[src/hdl/hfs_pkg.sv]
// Purpose: constants for the hot-swap fault supervisor
// Assumes: 200 MHz mclk, digital comparator levels from the analog front end
// Notes: register map follows the documented command codes
`default_nettype none
package hfs_pkg;
    localparam logic [7:0] ADDR_STATUS_WORD = 8'h79;
    localparam logic [7:0] ADDR_INPUT_STATUS = 8'h7c;
    localparam logic [7:0] ADDR_VENDOR_STATUS = 8'h80;
    localparam logic [7:0] ADDR_ALERT_MASK = 8'hd8;
    localparam logic [7:0] ADDR_SETUP = 8'hd9;
    localparam logic [7:0] ADDR_DIAG = 8'he1;
    localparam logic [7:0] ADDR_OPERATION = 8'h03;
    localparam logic [7:0] ADDR_CLEAR_FAULTS = 8'h03 + 8'h00;
    localparam logic [7:0] CMD_CLEAR_FAULTS = 8'h01;
    localparam logic [7:0] OPERATION_ON = 8'h80;
    localparam logic [7:0] OPERATION_OFF = 8'h00;
    // input_status bits
    localparam int IN_OV_BIT = 7;
    localparam int IN_UV_BIT = 4;
    localparam int IN_OC_BIT = 1;
    // summary word input bit
    localparam int SW_INPUT_BIT = 13;
    // vendor status breaker bit
    localparam int VS_CB_BIT = 2;
    // fault_diagnostics bits
    localparam int DG_OCOP_BIT = 14;
    localparam int DG_UV_BIT = 13;
    localparam int DG_OV_BIT = 12;
    localparam int DG_CB_BIT = 9;
    localparam int DG_LATCH_BIT = 4;
    // protection_setup fields
    localparam int SU_RETRY_LSB = 5;
    localparam int SU_CL_OVR_BIT = 4;
    localparam int SU_CL_SEL_BIT = 3;
    localparam int SU_CB_OVR_BIT = 2;
    localparam int SU_CB_SEL_BIT = 1;
    localparam int SU_RETRY_OVR_BIT = 0;
    localparam logic [7:0] SETUP_RESET = 8'h00;
    localparam logic [15:0] MASK_RESET = 16'h0000;
    // retry codes in protection_setup
    localparam logic [2:0] RETRY_0 = 3'h0;
    localparam logic [2:0] RETRY_1 = 3'h1;
    localparam logic [2:0] RETRY_2 = 3'h2;
    localparam logic [2:0] RETRY_4 = 3'h3;
    localparam logic [2:0] RETRY_8 = 3'h4;
    localparam logic [2:0] RETRY_16 = 3'h5;
    localparam logic [2:0] RETRY_INF = 3'h6;
    // timer comparator thresholds in counts
    localparam logic [15:0] TMR_HIGH = 16'h0aa0;
    localparam logic [15:0] TMR_MID = 16'h0640;
    localparam logic [15:0] TMR_LOW = 16'h012c;
    localparam logic [2:0] RESTART_CYCLES = 3'h7;
    // ramp slopes per clock: charge, slow discharge and fast discharge
    localparam logic [15:0] TMR_CHARGE_STEP = 16'h0020;
    localparam logic [15:0] TMR_SLOW_STEP = 16'h0001;
    localparam logic [15:0] TMR_FAST_STEP = 16'h0100;
    typedef enum logic [2:0] {
        HFS_OFF     = 3'b000,
        HFS_ON      = 3'b001,
        HFS_TIMEOUT = 3'b010,
        HFS_RETRY   = 3'b011,
        HFS_LATCHED = 3'b100
    } hfs_state_e;
endpackage : hfs_pkg
`default_nettype wire

[src/hdl/hfs_supervisor.sv]
// Purpose: fault supervision and restart control for a hot-swap power path
// Assumes: comparator levels arrive asynchronously; register port is a simple strobed command port
// Notes: analog loops, insertion delay and address capture sit outside
`default_nettype none
module hfs_supervisor
    import hfs_pkg::*;
(
    input  wire logic        mclk,
    input  wire logic        rst,
    input  wire logic        limit_select_strap,
    input  wire logic        breaker_select_strap,
    input  wire logic        retry_strap,
    input  wire logic        over_limit_25,
    input  wire logic        over_limit_46,
    input  wire logic [3:0]  over_breaker,
    input  wire logic        power_threshold_input,
    input  wire logic        undervolt_enable_input,
    input  wire logic        overvolt_input,
    input  wire logic        insertion_done,
    input  wire logic        reg_wr,
    input  wire logic        reg_rd,
    input  wire logic [7:0]  reg_addr,
    input  wire logic [15:0] reg_wdata,
    output logic [15:0]      reg_rdata,
    output logic             reg_rvalid,
    output logic             gate_on,
    output logic             gate_regulate,
    output logic             gate_strong_pulldown,
    output logic             alert_output,
    output logic             cl_high_select,
    output logic             cb_high_select
);
    logic [1:0]  strap_cl_s;
    logic [1:0]  strap_cb_s;
    logic [1:0]  strap_rt_s;
    logic [1:0]  lim25_s;
    logic [1:0]  lim46_s;
    logic [7:0]  cb_s;
    logic [1:0]  pwr_s;
    logic [1:0]  uv_s;
    logic [1:0]  ov_s;
    logic [1:0]  ins_s;
    logic        en_ok;
    logic        ov_hi;
    logic        ins_ok;
    logic        en_ok_d;
    logic        powered_up;
    logic [7:0]  setup;
    logic [15:0] mask;
    logic [7:0]  operation;
    logic        op_enable;
    logic        flag_oc;
    logic        flag_uv;
    logic        flag_ov;
    logic        flag_cb;
    logic        limiting;
    logic        breaker;
    logic        cur_lim;
    logic        sel_cl_high;
    logic        sel_cb_high;
    logic [2:0]  retry_code;
    logic        retry_inf;
    logic [4:0]  retry_limit;
    logic [4:0]  retry_used;
    hfs_state_e  state;
    hfs_state_e  next_state;
    logic [2:0]  cycle_cnt;
    logic        falling;
    logic [15:0] tmr_level;
    logic        tmr_charge;
    logic        tmr_fast;
    logic        timeout_evt;
    logic        run_ok;
    logic        latch_release;
    logic        cb_evt;
    logic [15:0] summary_word;
    logic [7:0]  input_stat;
    logic [7:0]  vendor_stat;
    logic [15:0] diag_word;
    logic        clr;

    // two-stage synchronisers for pins and comparators
    always_ff @(posedge mclk) begin
        if (rst) begin
            strap_cl_s <= 2'h0;
            strap_cb_s <= 2'h0;
            strap_rt_s <= 2'h0;
            lim25_s    <= 2'h0;
            lim46_s    <= 2'h0;
            cb_s       <= 8'h00;
            pwr_s      <= 2'h0;
            uv_s       <= 2'h0;
            ov_s       <= 2'h0;
            ins_s      <= 2'h0;
        end else begin
            strap_cl_s <= {strap_cl_s[0], limit_select_strap};
            strap_cb_s <= {strap_cb_s[0], breaker_select_strap};
            strap_rt_s <= {strap_rt_s[0], retry_strap};
            lim25_s    <= {lim25_s[0], over_limit_25};
            lim46_s    <= {lim46_s[0], over_limit_46};
            cb_s       <= {cb_s[3:0], over_breaker};
            pwr_s      <= {pwr_s[0], power_threshold_input};
            uv_s       <= {uv_s[0], undervolt_enable_input};
            ov_s       <= {ov_s[0], overvolt_input};
            ins_s      <= {ins_s[0], insertion_done};
        end
    end

    assign en_ok  = uv_s[1];
    assign ov_hi  = ov_s[1];
    assign ins_ok = ins_s[1];

    // threshold and multiplier selection, setup overrides the straps
    assign sel_cl_high = setup[SU_CL_OVR_BIT] ? setup[SU_CL_SEL_BIT] : strap_cl_s[1];
    assign sel_cb_high = setup[SU_CB_OVR_BIT] ? setup[SU_CB_SEL_BIT] : strap_cb_s[1];
    always_ff @(posedge mclk) begin
        if (rst) begin
            cl_high_select <= 1'b0;
            cb_high_select <= 1'b0;
        end else begin
            cl_high_select <= sel_cl_high;
            cb_high_select <= sel_cb_high;
        end
    end
    assign cur_lim  = sel_cl_high ? lim46_s[1] : lim25_s[1];
    // breaker comparators: [0] 1.8x of 25, [1] 3.6x of 25, [2] 1.8x of 46, [3] 3.6x of 46
    assign breaker  = cb_s[7 - 3 + {sel_cl_high, sel_cb_high}];
    assign limiting = cur_lim | pwr_s[1];

    // retry allowance, pin gives none or unlimited
    assign retry_code = setup[SU_RETRY_OVR_BIT] ? setup[SU_RETRY_LSB +: 3]
                        : (strap_rt_s[1] ? RETRY_0 : RETRY_INF);
    assign retry_inf  = (retry_code == RETRY_INF) || (retry_code == 3'h7);
    always_comb begin
        unique case (retry_code)
            RETRY_0:  retry_limit = 5'h00;
            RETRY_1:  retry_limit = 5'h01;
            RETRY_2:  retry_limit = 5'h02;
            RETRY_4:  retry_limit = 5'h04;
            RETRY_8:  retry_limit = 5'h08;
            RETRY_16: retry_limit = 5'h10;
            default:  retry_limit = 5'h00;
        endcase
    end

    assign op_enable   = operation[7];
    assign run_ok      = en_ok & ~ov_hi & ins_ok & op_enable;
    assign timeout_evt = (state == HFS_TIMEOUT) && (tmr_level >= TMR_HIGH);
    assign latch_release = en_ok & ~en_ok_d;

    // operating state machine
    always_comb begin
        next_state = state;
        unique case (state)
            HFS_OFF:     if (run_ok) next_state = HFS_ON;
            HFS_ON: begin
                if (!run_ok) next_state = HFS_OFF;
                else if (limiting || breaker) next_state = HFS_TIMEOUT;
            end
            HFS_TIMEOUT: begin
                if (!run_ok) next_state = HFS_OFF;
                else if (timeout_evt) begin
                    if (retry_inf || (retry_used < retry_limit)) next_state = HFS_RETRY;
                    else next_state = HFS_LATCHED;
                end else if (!limiting && !breaker) next_state = HFS_ON;
            end
            HFS_RETRY: begin
                if (!run_ok) next_state = HFS_OFF;
                else if (falling && cycle_cnt == RESTART_CYCLES && tmr_level <= TMR_LOW) begin
                    next_state = HFS_ON;
                end
            end
            HFS_LATCHED: begin
                if (latch_release && tmr_level < TMR_LOW) next_state = HFS_OFF;
            end
            default: next_state = HFS_OFF;
        endcase
    end

    always_ff @(posedge mclk) begin
        if (rst) begin
            state <= HFS_OFF;
        end else begin
            state <= next_state;
        end
    end

    always_ff @(posedge mclk) begin
        if (rst) begin
            en_ok_d <= 1'b0;
        end else begin
            en_ok_d <= en_ok;
        end
    end

    // restart ramp cycling between high and mid levels
    always_ff @(posedge mclk) begin
        if (rst) begin
            falling   <= 1'b1;
            cycle_cnt <= 3'h0;
        end else if (state != HFS_RETRY) begin
            falling   <= 1'b1;
            cycle_cnt <= 3'h0;
        end else if (falling && cycle_cnt != RESTART_CYCLES && tmr_level <= TMR_MID) begin
            falling <= 1'b0;
        end else if (!falling && tmr_level >= TMR_HIGH) begin
            falling   <= 1'b1;
            cycle_cnt <= cycle_cnt + 3'h1;
        end
    end

    // retries consumed since last good run
    always_ff @(posedge mclk) begin
        if (rst) begin
            retry_used <= 5'h00;
        end else if (state == HFS_OFF || (state == HFS_TIMEOUT && next_state == HFS_ON)) begin
            retry_used <= 5'h00;
        end else if (state == HFS_TIMEOUT && next_state == HFS_RETRY && retry_used != 5'h1f) begin
            retry_used <= retry_used + 5'h01;
        end
    end

    assign tmr_charge = (state == HFS_TIMEOUT) || (state == HFS_RETRY && !falling);
    assign tmr_fast   = (state == HFS_ON) || (state == HFS_OFF);

    hfs_timer u_timer (
        .mclk           (mclk),
        .rst            (rst),
        .charge         (tmr_charge),
        .fast_discharge (tmr_fast),
        .level          (tmr_level)
    );

    // gate drive
    always_ff @(posedge mclk) begin
        if (rst) begin
            gate_on              <= 1'b0;
            gate_regulate        <= 1'b0;
            gate_strong_pulldown <= 1'b1;
        end else begin
            gate_on              <= (next_state == HFS_ON) || (next_state == HFS_TIMEOUT && !breaker);
            gate_regulate        <= (next_state == HFS_TIMEOUT) && limiting && !breaker;
            gate_strong_pulldown <= (next_state == HFS_TIMEOUT) && breaker;
        end
    end

    // register writes
    assign clr = reg_wr && reg_addr == ADDR_CLEAR_FAULTS && reg_wdata[7:0] == CMD_CLEAR_FAULTS;
    always_ff @(posedge mclk) begin
        if (rst) begin
            setup     <= SETUP_RESET;
            mask      <= MASK_RESET;
            operation <= OPERATION_ON;
        end else if (reg_wr) begin
            if (reg_addr == ADDR_SETUP) setup <= reg_wdata[7:0];
            if (reg_addr == ADDR_ALERT_MASK) mask <= reg_wdata;
            if (reg_addr == ADDR_OPERATION && reg_wdata[7:0] != CMD_CLEAR_FAULTS) begin
                operation <= reg_wdata[7:0];
            end
        end
    end

    always_ff @(posedge mclk) begin
        if (rst) begin
            powered_up <= 1'b0;
        end else if (en_ok && ins_ok) begin
            powered_up <= 1'b1;
        end
    end

    assign cb_evt = breaker && state == HFS_TIMEOUT;

    // sticky fault flags, set wins over clear
    always_ff @(posedge mclk) begin
        if (rst) begin
            flag_oc <= 1'b0;
            flag_uv <= 1'b0;
            flag_ov <= 1'b0;
            flag_cb <= 1'b0;
        end else begin
            flag_oc <= (timeout_evt && limiting) | (flag_oc & ~clr);
            flag_uv <= (powered_up && !en_ok) | (flag_uv & ~clr);
            flag_ov <= ov_hi | (flag_ov & ~clr);
            flag_cb <= cb_evt | (flag_cb & ~clr);
        end
    end

    assign input_stat   = {flag_ov, 2'b00, flag_uv, 2'b00, flag_oc, 1'b0};
    assign summary_word = {2'b00, flag_oc | flag_uv | flag_ov, 13'h0000};
    assign vendor_stat  = {5'h00, flag_cb, 2'b00};
    assign diag_word    = {1'b0, flag_oc, flag_uv, flag_ov, 2'b00, flag_cb, 4'h0,
                           state == HFS_LATCHED, 4'h0};

    // alert is any set flag whose mask bit is clear
    always_ff @(posedge mclk) begin
        if (rst) begin
            alert_output <= 1'b0;
        end else begin
            alert_output <= (flag_oc & ~mask[DG_OCOP_BIT]) | (flag_uv & ~mask[DG_UV_BIT])
                          | (flag_ov & ~mask[DG_OV_BIT]) | (flag_cb & ~mask[DG_CB_BIT]);
        end
    end

    // register reads, one cycle latency
    always_ff @(posedge mclk) begin
        if (rst) begin
            reg_rdata  <= 16'h0000;
            reg_rvalid <= 1'b0;
        end else begin
            reg_rvalid <= reg_rd;
            if (reg_rd) begin
                unique case (reg_addr)
                    ADDR_STATUS_WORD:   reg_rdata <= summary_word;
                    ADDR_INPUT_STATUS:  reg_rdata <= {8'h00, input_stat};
                    ADDR_VENDOR_STATUS: reg_rdata <= {8'h00, vendor_stat};
                    ADDR_ALERT_MASK:    reg_rdata <= mask;
                    ADDR_SETUP:         reg_rdata <= {8'h00, setup};
                    ADDR_DIAG:          reg_rdata <= diag_word;
                    ADDR_OPERATION:     reg_rdata <= {8'h00, operation};
                    default:            reg_rdata <= 16'h0000;
                endcase
            end
        end
    end
endmodule // hfs_supervisor
`default_nettype wire

[src/hdl/hfs_timer.sv]
// Purpose: digital model of the fault timer capacitor ramp
// Assumes: one clock, synchronous reset
// Notes: value saturates at zero and at full scale
`default_nettype none
module hfs_timer
    import hfs_pkg::*;
(
    input  wire logic        mclk,
    input  wire logic        rst,
    input  wire logic        charge,
    input  wire logic        fast_discharge,
    output logic [15:0]      level
);
    always_ff @(posedge mclk) begin
        if (rst) begin
            level <= 16'h0000;
        end else if (charge) begin
            level <= (level > 16'hffff - TMR_CHARGE_STEP) ? 16'hffff : level + TMR_CHARGE_STEP;
        end else if (fast_discharge) begin
            level <= (level < TMR_FAST_STEP) ? 16'h0000 : level - TMR_FAST_STEP;
        end else begin
            level <= (level < TMR_SLOW_STEP) ? 16'h0000 : level - TMR_SLOW_STEP;
        end
    end
endmodule // hfs_timer
`default_nettype wire

[config.mk]
export PLATFORM = sky130hd
export DESIGN_NAME = hfs_supervisor
export DESIGN_NICKNAME = d
export VERILOG_FILES = /design/src/hdl/hfs_pkg.sv /design/src/hdl/hfs_supervisor.sv /design/src/hdl/hfs_timer.sv
export SDC_FILE = /design/constraint.sdc
export NUM_CORES = 1
export LEC_CHECK = 0
export CAP_MARGIN = 20
export CORE_MARGIN = 4
export CORE_UTILIZATION = 65
export CTS_BUF_LIST = sky130_fd_sc_hd__clkbuf_8 sky130_fd_sc_hd__clkbuf_16
export DETAILED_ROUTE_END_ITERATION = 10
export DONT_BUFFER_PORTS = 1
export PLACE_DENSITY_LB_ADDON = 0.12
export SLEW_MARGIN = 20
export SYNTH_ARGS = -nofsm -noshare
export SYNTH_HDL_FRONTEND = slang
export SYNTH_SLANG_ARGS = --single-unit
[constraint.sdc]
create_clock -name mclk -period 6.4 [get_ports mclk]
set_input_delay 0 -clock mclk [delete_from_list [all_inputs] [get_ports mclk]]
set_output_delay 0 -clock mclk [all_outputs]
set_load 0.005 [all_outputs]
==> Word-level counts from Yosys, hierarchy flattened <==
Index checks and enable logic that the tools add are counted.
{ "word_totals": {"ff_bits": 115, "inputBits": 41, "output_inout_bits": 23, "elab_cells": 173} }
{ "op_classes": {"n_addsub": 6, "magnitude_cmp": 9, "eq_ne": 27, "mux": 27, "bitwise": 30, "reduce_logical": 42} }
{ "ops": {"columns": ["op", "n"], "rows": [
  ["case mux 16 bit (7 select lines)", 1],
  ["two-way mux 16 bit", 5],
  ["two-way mux 3 bit", 12],
  ["== test 8 bit (second input constant)", 4],
  ["less-than comparator 16 x 9 -> 1 bit (second input constant)", 2],
  ["case mux 5 bit (5 select lines)", 1],
  ["logical AND 1 bit", 23],
  ["== test 3 x 2 -> 1 bit (second input constant)", 6],
  ["== test 3 bit (second input constant)", 6],
  ["adder 16 x 6 -> 16 bit (second input constant)", 1],
  ["== test 8 x 7 -> 1 bit (second input constant)", 2],
  ["greater-or-equal comparator 16 x 12 -> 1 bit (second input constant)", 1],
  ["greater-than comparator 16 bit (second input constant)", 1],
  ["<= comparator 16 x 11 -> 1 bit (second input constant)", 1],
  ["<= comparator 16 x 9 -> 1 bit (second input constant)", 1],
  ["less-than comparator 16 x 1 -> 1 bit (second input constant)", 1],
  ["subtractor 16 x 1 -> 16 bit (second input constant)", 1],
  ["subtractor 16 x 9 -> 16 bit (second input constant)", 1],
  ["case mux 3 bit (5 select lines)", 1],
  ["bitwise AND 1 bit", 12],
  ["OR 1 bit", 10],
  ["== test 3 x 1 -> 1 bit (second input constant)", 3],
  ["== test 8 x 1 -> 1 bit (second input constant)", 1],
  ["== test 8 x 2 -> 1 bit (second input constant)", 1],
  ["18 further kinds", 43]
]} }

==> Depth between registers and ports, before layout <==
Gate-level depths: netlist of the first run.
{ "depth": {"word_depth": 14, "depth_mapped": 10, "mapped_depth_nobuf": 10} }

==> Hierarchy <==
A second synthesis of the first run with hierarchy kept.
{ "hier_totals": {"cells_unflattened": 644, "area_unflattened_um2": 5670.4} }
{ "by_module_without_submodules": {"columns": ["mod", "instances", "cells_per_inst", "area_each_um2", "seq_area_each_um2"], "rows": [
  ["hfs_supervisor", 1, 484, 4390.5, 1981.9],
  ["hfs_timer", 1, 160, 1280.0, 320.3]
]} }

==> Worst setup path before layout of the first run <==
Ideal clock, no wire load.
{ "synth_path": {"path_type": "reg2reg", "start": "reg setup[0]", "end": "reg retry_used[3]", "setup_ns": 0.115, "arrival_ns": 2.486, "slack_ns": 3.800, "stages_incl_launch_ff": 11, "path_cell_list": "dfxtp_1 nor2b_1 nand3b_1 ha_1 o2111ai_1 a31oi_1 o31ai_4 mux2i_1 a211o_4 o41ai_4 o21ba_1"} }
{ "synth_between": {"elab_chain_len": 13} }
{ "synth_lines": {"columns": ["item", "line_no", "rtl"], "rows": [
  ["start: declaration", "hfs_supervisor.sv:48", "logic [7:0] setup;"],
  ["start signal: assignment", "hfs_supervisor.sv:255", "if (reg_addr == ADDR_SETUP) setup <= reg_wdata[7:0];"],
  ["two-way mux 3 bit (*)", "hfs_supervisor.sv:131", "assign retry_code = setup[SU_RETRY_OVR_BIT] ? setup[SU_RETRY_LSB +: 3]"],
  ["== test 3 bit (tied with other cells)", "hfs_supervisor.sv:135", "unique case (retry_code)"],
  ["case mux 5 bit (5 select lines)", "hfs_supervisor.sv:135", null],
  ["less-than comparator 5 bit", "hfs_supervisor.sv:163", "if (retry_inf || (retry_used < retry_limit)) next_state = HFS_RETRY;"],
  ["logical OR 1 bit (*)", "hfs_supervisor.sv:163", null],
  ["two-way mux 3 bit (*)", "hfs_supervisor.sv:163", null],
  ["two-way mux 3 bit (*)", "hfs_supervisor.sv:162", "else if (timeout_evt) begin"],
  ["two-way mux 3 bit (*)", "hfs_supervisor.sv:161", "if (!run_ok) next_state = HFS_OFF;"],
  ["case mux 3 bit (5 select lines) (*)", "hfs_supervisor.sv:154", "unique case (state)"],
  ["== test 3 x 1 -> 1 bit", "hfs_supervisor.sv:216", "end else if (state == HFS_OFF || (state == HFS_TIMEOUT && next_state == HFS_ON)) begin"],
  ["logical AND 1 bit", "hfs_supervisor.sv:216", null],
  ["logical OR 1 bit", "hfs_supervisor.sv:216", null],
  ["OR reduction 2 bit (no line)", null, null],
  ["end signal: assignment", "hfs_supervisor.sv:219", "retry_used <= retry_used + 5'h01;"],
  ["end: declaration", "hfs_supervisor.sv:64", "logic [4:0] retry_used;"]
]} }
Every way passes the cells marked *; elsewhere a longest branch is shown, timed or not.
A chain may end at the register's enable or synchronous reset.

==> Worst setup path in the final report of the first run <==
{ "layout_path": {"start": "reg u_timer.level[13]", "end": "reg u_timer.level[7]"} }
{ "layout_between": {"elab_chain_len": 4} }
{ "layout_lines": {"columns": ["item", "line_no", "rtl"], "rows": [
  ["start: declaration", "hfs_timer.sv:12", "output logic [15:0] level"],
  ["start signal: assignment", "hfs_timer.sv:18", "level <= (level > 16'hffff - TMR_CHARGE_STEP) ? 16'hffff : level + TMR_CHARGE_STEP;"],
  ["start signal: assignment", "hfs_timer.sv:20", "level <= (level < TMR_FAST_STEP) ? 16'h0000 : level - TMR_FAST_STEP;"],
  ["start signal: assignment", "hfs_timer.sv:22", "level <= (level < TMR_SLOW_STEP) ? 16'h0000 : level - TMR_SLOW_STEP;"],
  ["less-than comparator 16 x 1 -> 1 bit or less-than comparator 16 x 9 -> 1 bit (tied branches)", "hfs_timer.sv:22, hfs_timer.sv:20", null],
  ["two-way mux 16 bit, on equally long branches", "hfs_timer.sv:22, hfs_timer.sv:20", null],
  ["two-way mux 16 bit", "hfs_timer.sv:19", "end else if (fast_discharge) begin"],
  ["two-way mux 16 bit (*)", "hfs_timer.sv:17", "end else if (charge) begin"]
]} }
Marked as above.

==> results of run 1 <==
-- routing by layer --
layer,up-vias,part of all wire
li1,2416,-
met1,2456,0.41
met2,333,0.47
met3,81,0.091
met4,0,0.036
met5,-,0
-- sequential cells by signal, summed over array words and instances, names as in the netlist, 3 cells and up --
name	flops
cb_s	8
cycle_cnt	3
mask	16
operation	8
reg_rdata	16
retry_used	5
setup	8
state	3
u_timer.level	16
-- cells by family (layout without fill, tap and decap cells) --
kind of cell,after synthesis,count (layout),synth area share
multiplexers,14,14,0.0257
adder cells (fa/ha/maj),17,17,0.0390
flip-flops,115,115,0.422
buffers and inverters,48,94,0.0344
XOR/XNOR,7,7,0.0112
AND/OR/NAND/NOR,292,292,0.269
AO/OA/AOI/OAI,161,161,0.198
-- worst max path at each step --
| stage | endpoint | slack [ns] | start | depth (start not counted) |
|---|---|---|---|---|
| 3_5_place_dp | retry_used[3] | 3.54 | setup[0] | 10 |
| 2_1_floorplan | retry_used[3] | 3.80 | setup[0] | 10 |
| 6_report | u_timer.level[7] | 3.25 | u_timer.level[13] | 8 |
| 4_1_cts | u_timer.level[7] | 3.37 | u_timer.level[13] | 8 |
| 5_1_grt | u_timer.level[7] | 3.05 | u_timer.level[12] | 8 |
| 3_3_place_gp | retry_used[3] | 3.63 | setup[0] | 10 |
-- metrics by stage --
step            util  setup slack [ns]  cells
2_1_floorplan      -              3.80    654
6_report       0.796              3.25    805
3_5_place_dp   0.670              3.54    729
4_1_cts        0.796              3.37    805
3_3_place_gp   0.670              3.63    729
5_1_grt        0.796              3.05    805
-- cells in the mapped netlist, types with 4 or more instances --
| master | count | area, um2 |
|---|---|---|
| nand2b_1 | 7 | 43.8 |
| xnor2_1 | 5 | 43.8 |
| o2111ai_1 | 4 | 35.0 |
| nor4_1 | 5 | 31.3 |
| o21ai_0 | 13 | 65.1 |
| nor3b_1 | 4 | 30.0 |
| a221oi_1 | 6 | 52.6 |
| a21oi_1 | 75 | 375 |
| inv_1 | 13 | 48.8 |
| ha_1 | 17 | 213 |
| a211oi_1 | 4 | 30.0 |
| a31oi_1 | 6 | 37.5 |
| and3_1 | 6 | 37.5 |
| nor2_1 | 73 | 274 |
| nand4_1 | 8 | 50.1 |
| and2_1 | 4 | 25.0 |
| nand2_1 | 72 | 270 |
| and4_1 | 4 | 35.0 |
| nand3b_1 | 4 | 30.0 |
| a22oi_1 | 14 | 105 |
| mux2i_1 | 14 | 140 |
| nand4b_1 | 5 | 43.8 |
| nor2b_1 | 39 | 244 |
| nor3_1 | 20 | 100 |
| clkbuf_1 | 33 | 124 |
| nand3_1 | 30 | 150 |
| o211ai_1 | 5 | 37.5 |
| dfxtp_1 | 115 | 2300 |
-- cell usage in the layout, fill, tap and decap left out, types with 5 or more instances in the layout --
cell,count
and3_1,6
mux2i_1,14
ha_1,17
nor2b_1,39
o211ai_1,5
nand2_1,72
xnor2_1,5
a21oi_1,75
nor2_1,73
dlygate4sd3_1,43
nor4_1,5
nand2b_1,7
inv_8,5
clkbuf_16,16
nor3_1,20
inv_1,13
o21ai_0,13
nand4_1,8
a31oi_1,6
a221oi_1,6
a22oi_1,14
nand4b_1,5
dfxtp_1,115
nand3_1,30
-- worst max-delay path: stages (launching register included) --
cell and delay [ns]:
dfxtp_1 0.39, nor4_2 0.65, nand3_1 0.24, o22ai_1 0.67
nand3b_1 0.20, o2111ai_1 0.13, o21ai_0 0.11, a21oi_1 0.08
dlygate4sd3_1 0.57
-- power breakdown --
| group | internal [uW] | switching (uW) |
|---|---|---|
| combinational | 184 | 256 |
| sequential | 756 | 72.7 |
| clock | 501 | 400 |
-- cell type report --
| cell class | instances | share of cell area |
|---|---|---|
| multi-input cells | 491 | 0.455 |
| flip-flops and latches | 115 | 0.354 |
| repair buffers | 48 | 0.0750 |
| clock buffers | 17 | 0.0637 |
| clock inverters | 15 | 0.0242 |
| well taps | 105 | 0.0202 |
| inverters | 14 | 0.00808 |
==> metrics.yaml, run 1 <==
logic_synthesis:
  netlist_area_um2: 5450
  syn_avg_cell_area_um2: 8.33
  synth-main-ff-cell: "dfxtp_1"
  syn_inst: 654
  ys_async_sr_fraction: 0
  syn_nets: 712
  synth_edf_count: 0
  seq_area_frac_synth: 0.422
  yosys_warnings: 0
  synth_cell_types: 63
  synth.ff_latch_count: 115
cells_and_area:
  fill_cells: 507
  multi_input_area_um2: 2960
  seqCellArea_um2: 2300
  antenna_cells: 0
  syn_to_final_growth_pct: 19.4
  layout.nets: 745
  final_cell_area_um2: 6510
  drive_above_1_share: 0.0700
worst_setup_path:
  required_ns: 6.81
  crit_fanout: 9
  arrival_ns: 3.55
  path_class: "flip-flop to flip-flop"
  r2r_end: "u_timer.level[7]"
  startpoint_type: "flip-flop"
  r2r_setup_slack_ns: 3.25
  ff2ff_path_depth: 8
  r2r-start: "u_timer.level[13]"
  end_kind: "flip-flop"
global_route:
  grt_overflow_total: 0
  gr-max-usage-layer: "met2"
  grt_pass1_vias: 5214
  grt_use_met1: 0.395
  grt.met2_usage: 0.509
  met3_usage: 0.0905
  grt.total_usage: 0.317
  antenna_found_initial: 0
  grt_pass1_wl_um: 25100
  grt_max_degree: 104
sta:
  slew_violations: 0
  setup_viol: 0
  rsz0062_at_grt: "no"
  tns_ns: 0
  whs_ns: 0.0374
  min_period_ns: 3.15
  worst_pin_slew_ns: 1.14
  fin_crit_sh: 0.492
  slew_headroom: 0.239
  fin_skew_ns: 0.0191
  max_freq_mhz: 318
  hold_viol: 0
floorplanning:
  core_area_um2: 8180
  start_util: 0.667
  die-area_um2: 9910
  row_count: 33
  die_h_um: 99.6
  fp.dieW_um: 99.6
  ios: 64
drt:
  vias: 5286
  wirelength_um: 15100
  detail-route-antenna-nets: 0
  firstDrtPassIters: 7
  drtIter0Drc: 509
  avgViaCountPerCell: 6.57
  remaining_drc_errors: 0
  drt-wirelength-per-cell_um: 18.8
hold_path:
  min_to: "reg_rdata[2]"
  hold_depth: 6
  hold_start: "reg_addr[7]"
  min_path_type: "input pin to flip-flop"
clock_tree:
  clockRootBuffer: "clkbuf_8"
  clock-sinks: 115
  clkLatencyLatePin_ns: 0.52
  cts_setup_buffers: 0
  cts_max_path_buffers: 2
  clk_pin_slew_ns: 0.07
  cts_buffers: 17
  cts_tree: "done"
  post_cts_resized: 0
  htree_levels: 4
  cts_hold_buf: 44
outcome:
  status: "complete, no violations"
place:
  numPortBuffers: 0
  placed_area_um2: 5480
  hpwlAfterDp_um: 9040
  place.gp.congestion: 0.948
pwr:
  power.leakage_uw: 0.00234
  p_total_uw: 2170
  ir_drop_mv: 0.216
  power_density_nw_per_um2: 334
run:
  maxCapViolCount: 0
No activity file was read; power rests on OpenSTA's default activity.
==> run 2: changes to the inputs <==
--- a/config.mk
+++ b/config.mk
@@ -5,9 +5,10 @@
 export SDC_FILE = /design/constraint.sdc
 export NUM_CORES = 1
 export LEC_CHECK = 0
+export ABC_AREA = 1
 export CAP_MARGIN = 20
 export CORE_MARGIN = 4
-export CORE_UTILIZATION = 65
+export CORE_UTILIZATION = 64
 export CTS_BUF_LIST = sky130_fd_sc_hd__clkbuf_8 sky130_fd_sc_hd__clkbuf_16
 export DETAILED_ROUTE_END_ITERATION = 10
 export DONT_BUFFER_PORTS = 1
==> constraint.sdc (replaced) <==
create_clock -name mclk -period 3.05 [get_ports mclk]
set_input_delay 0 -clock mclk [delete_from_list [all_inputs] [get_ports mclk]]
set_output_delay 0 -clock mclk [all_outputs]
set_load 0.005 [all_outputs]
==> metrics.yaml, run 2 <==
cells_and_area:
  largest_registers: "mask x16, reg_rdata x16, u_timer.level x16"
  drive_above_1_share: 0.116
  final_util: 0.785
  layout_commonest_cell: "nand2_1"
  layout_common_cells: "nand2_1 (138), dfxtp_1 (115), inv_1 (111)"
  fill_cells: 577
  syn_to_final_growth_pct: 18.8
  layout.nets: 901
worst_setup_path:
  startpoint_type: "flip-flop"
  required_ns: 3.46
  arrival_ns: 3.19
  crit_fanout: 4
  path_class: "flip-flop to flip-flop"
  end_kind: "flip-flop"
logic_synthesis:
  yosys_warnings: 0
  synthTopCellsByArea: "dfxtp_1 (40%), nand2_1 (8.9%), inv_1 (7.1%)"
  synth-main-ff-cell: "dfxtp_1"
  synth.cells.most_frequent: "nand2_1 (138), dfxtp_1 (115), inv_1 (110)"
  seq_area_frac_synth: 0.397
  ys_async_sr_fraction: 0
  syn_inst: 799
  synth.ff_latch_count: 115
  synth_edf_count: 0
  syn_avg_cell_area_um2: 7.25
  yosysMostFrequentCell: "nand2_1"
  syn_nets: 857
  synth_cell_types: 49
  yosys.area.top_type: "dfxtp_1"
  synth_top_area_frac: 0.397
  netlist_area_um2: 5800
place:
  numPortBuffers: 0
  place.gp.congestion: 0.901
  place_ws_ns: 0.862
  hpwlAfterDp_um: 10000
floorplanning:
  row_count: 34
  ios: 64
  die-area_um2: 10600
  core_area_um2: 8760
  start_util: 0.661
  die_h_um: 103
  fp.dieW_um: 103
clock_tree:
  cts_max_path_buffers: 2
  post_cts_resized: 0
  cts_buffers: 17
  htree_levels: 4
  clock-sinks: 115
  cts_tree: "done"
  cts_setup_buffers: 0
  clk_pin_slew_ns: 0.06
  clockRootBuffer: "clkbuf_8"
  clkLatencyLatePin_ns: 0.52
  cts_hold_buf: 47
sta:
  fin_skew_ns: 0.0105
  fin_crit_sh: 0.909
  slew_violations: 0
  rsz0062_at_grt: "no"
  min_period_ns: 2.77
  hold_viol: 0
  tns_ns: 0
  worst_pin_slew_ns: 0.971
  setup_viol: 0
  fin_ws_ns: 0.277
  max_freq_mhz: 361
  slew_headroom: 0.352
global_route:
  grt_max_degree: 77
  grt_pass1_wl_um: 25700
  grt_overflow_total: 0
  grt.total_usage: 0.309
  grt_pass1_vias: 5453
  antenna_found_initial: 0
drt:
  firstDrtPassIters: 8
  detail-route-antenna-nets: 0
  drtIter0Drc: 460
  vias: 5717
  wirelength_um: 15800
  drt-wirelength-per-cell_um: 16.4
  avgViaCountPerCell: 5.92
  remaining_drc_errors: 0
run:
  maxCapViolCount: 0
hold_path:
  min_path_type: "input pin to flip-flop"
pwr:
  power.leakage_uw: 0.00288
  ir_drop_mv: 0.482
  power_density_nw_per_um2: 654
outcome:
  status: "complete, no violations"
==> run 2: cell count changes in the layout (fill, tap and decap cells not counted), moves of 14 or more <==
cell and delta:
a22oi_1 -14, inv_1 +98, inv_2 +17, mux2i_1 -14
nand2_1 +66, nor2b_1 -39, o21ai_0 +46
==> run 2: layout make-up <==
cell class | count | area, um2 | area share
clock buffer | 18 | 428 | 0.0622
antenna | 2 | 5.00 | 0.000727
multi-input combinational | 531 | 2900 | 0.422
inverter | 130 | 488 | 0.0709
sequential | 115 | 2300 | 0.334
tap | 108 | 135 | 0.0196
timing repair buffer | 48 | 495 | 0.0720
clock inverter | 14 | 128 | 0.0185
==> run 2: through the flow <==
stage                     hold slack, ns  std cells  area [um2]  total power [uW]
after floorplan                    0.107        799        5800              2390
after global placement            0.0787        885        5830              2530
after detailed placement          0.0826        885        5830              2550
after CTS                        0.00449        964        6880              4470
after global routing              0.0568        964        6880              4680
final                             0.0227        966        6880              4500
==> run 2: critical path, stage by stage (launching register included) <==
cell and delay, ns:
dfxtp_1 0.38, inv_2 0.07, nand2_1 0.08, nand2_1 0.10, inv_1 0.11, nand2_1 0.06
ha_1 0.29, nand2_1 0.08, a21oi_1 0.13, nor2_1 0.07, a21boi_1 0.18, nand2_2 0.10
nand2_1 0.07, nand2_1 0.07, nand2_2 0.13, nor2_4 0.06, nand2_2 0.08, a21oi_2 0.05
dlygate4sd3_1 0.56
==> run 2: per-layer routing <==
| layer | share of wire | routed length, um | vias to the layer above | global-route usage |
|---|---|---|---|---|
| met5 | 0 | 0 | - | 0 |
| met4 | 0.039 | 616 | 0 | 0.149 |
| met3 | 0.079 | 1250 | 78 | 0.0765 |
| met2 | 0.50 | 7910 | 300 | 0.538 |
| met1 | 0.38 | 6020 | 2657 | 0.354 |
| li1 | - | - | 2682 | - |
==> run 2: path summary, 6_finish.rpt <==
check                   start  slack (ns)            to  depth (start not counted)
hold / removal    reg_addr[0]        0.02  reg_rdata[6]                          4
hold reg to reg       cb_s[0]        0.40       cb_s[4]                          2
setup reg to reg     setup[0]        0.28       gate_on                         18
setup / recovery     setup[0]        0.28       gate_on                         18
==> run 2: cell families (layout without fill, tap and decap cells) <==
| logic type | Yosys count | count (layout) | synth area share |
|---|---|---|---|
| compound gates | 171 | 171 | 0.171 |
| xor+xnor | 14 | 14 | 0.0212 |
| fa+ha+maj | 17 | 17 | 0.0367 |
| buf+inv | 153 | 210 | 0.102 |
| flops | 115 | 115 | 0.397 |
| other cells | 0 | 2 | 0 |
| simple gates | 329 | 329 | 0.272 |
==> run 2: where the power goes <==
part | internal [uW] | switching (uW)
combinational | 335 | 641
sequential | 1580 | 90.8
clock | 1110 | 753
total | 3020 | 1480
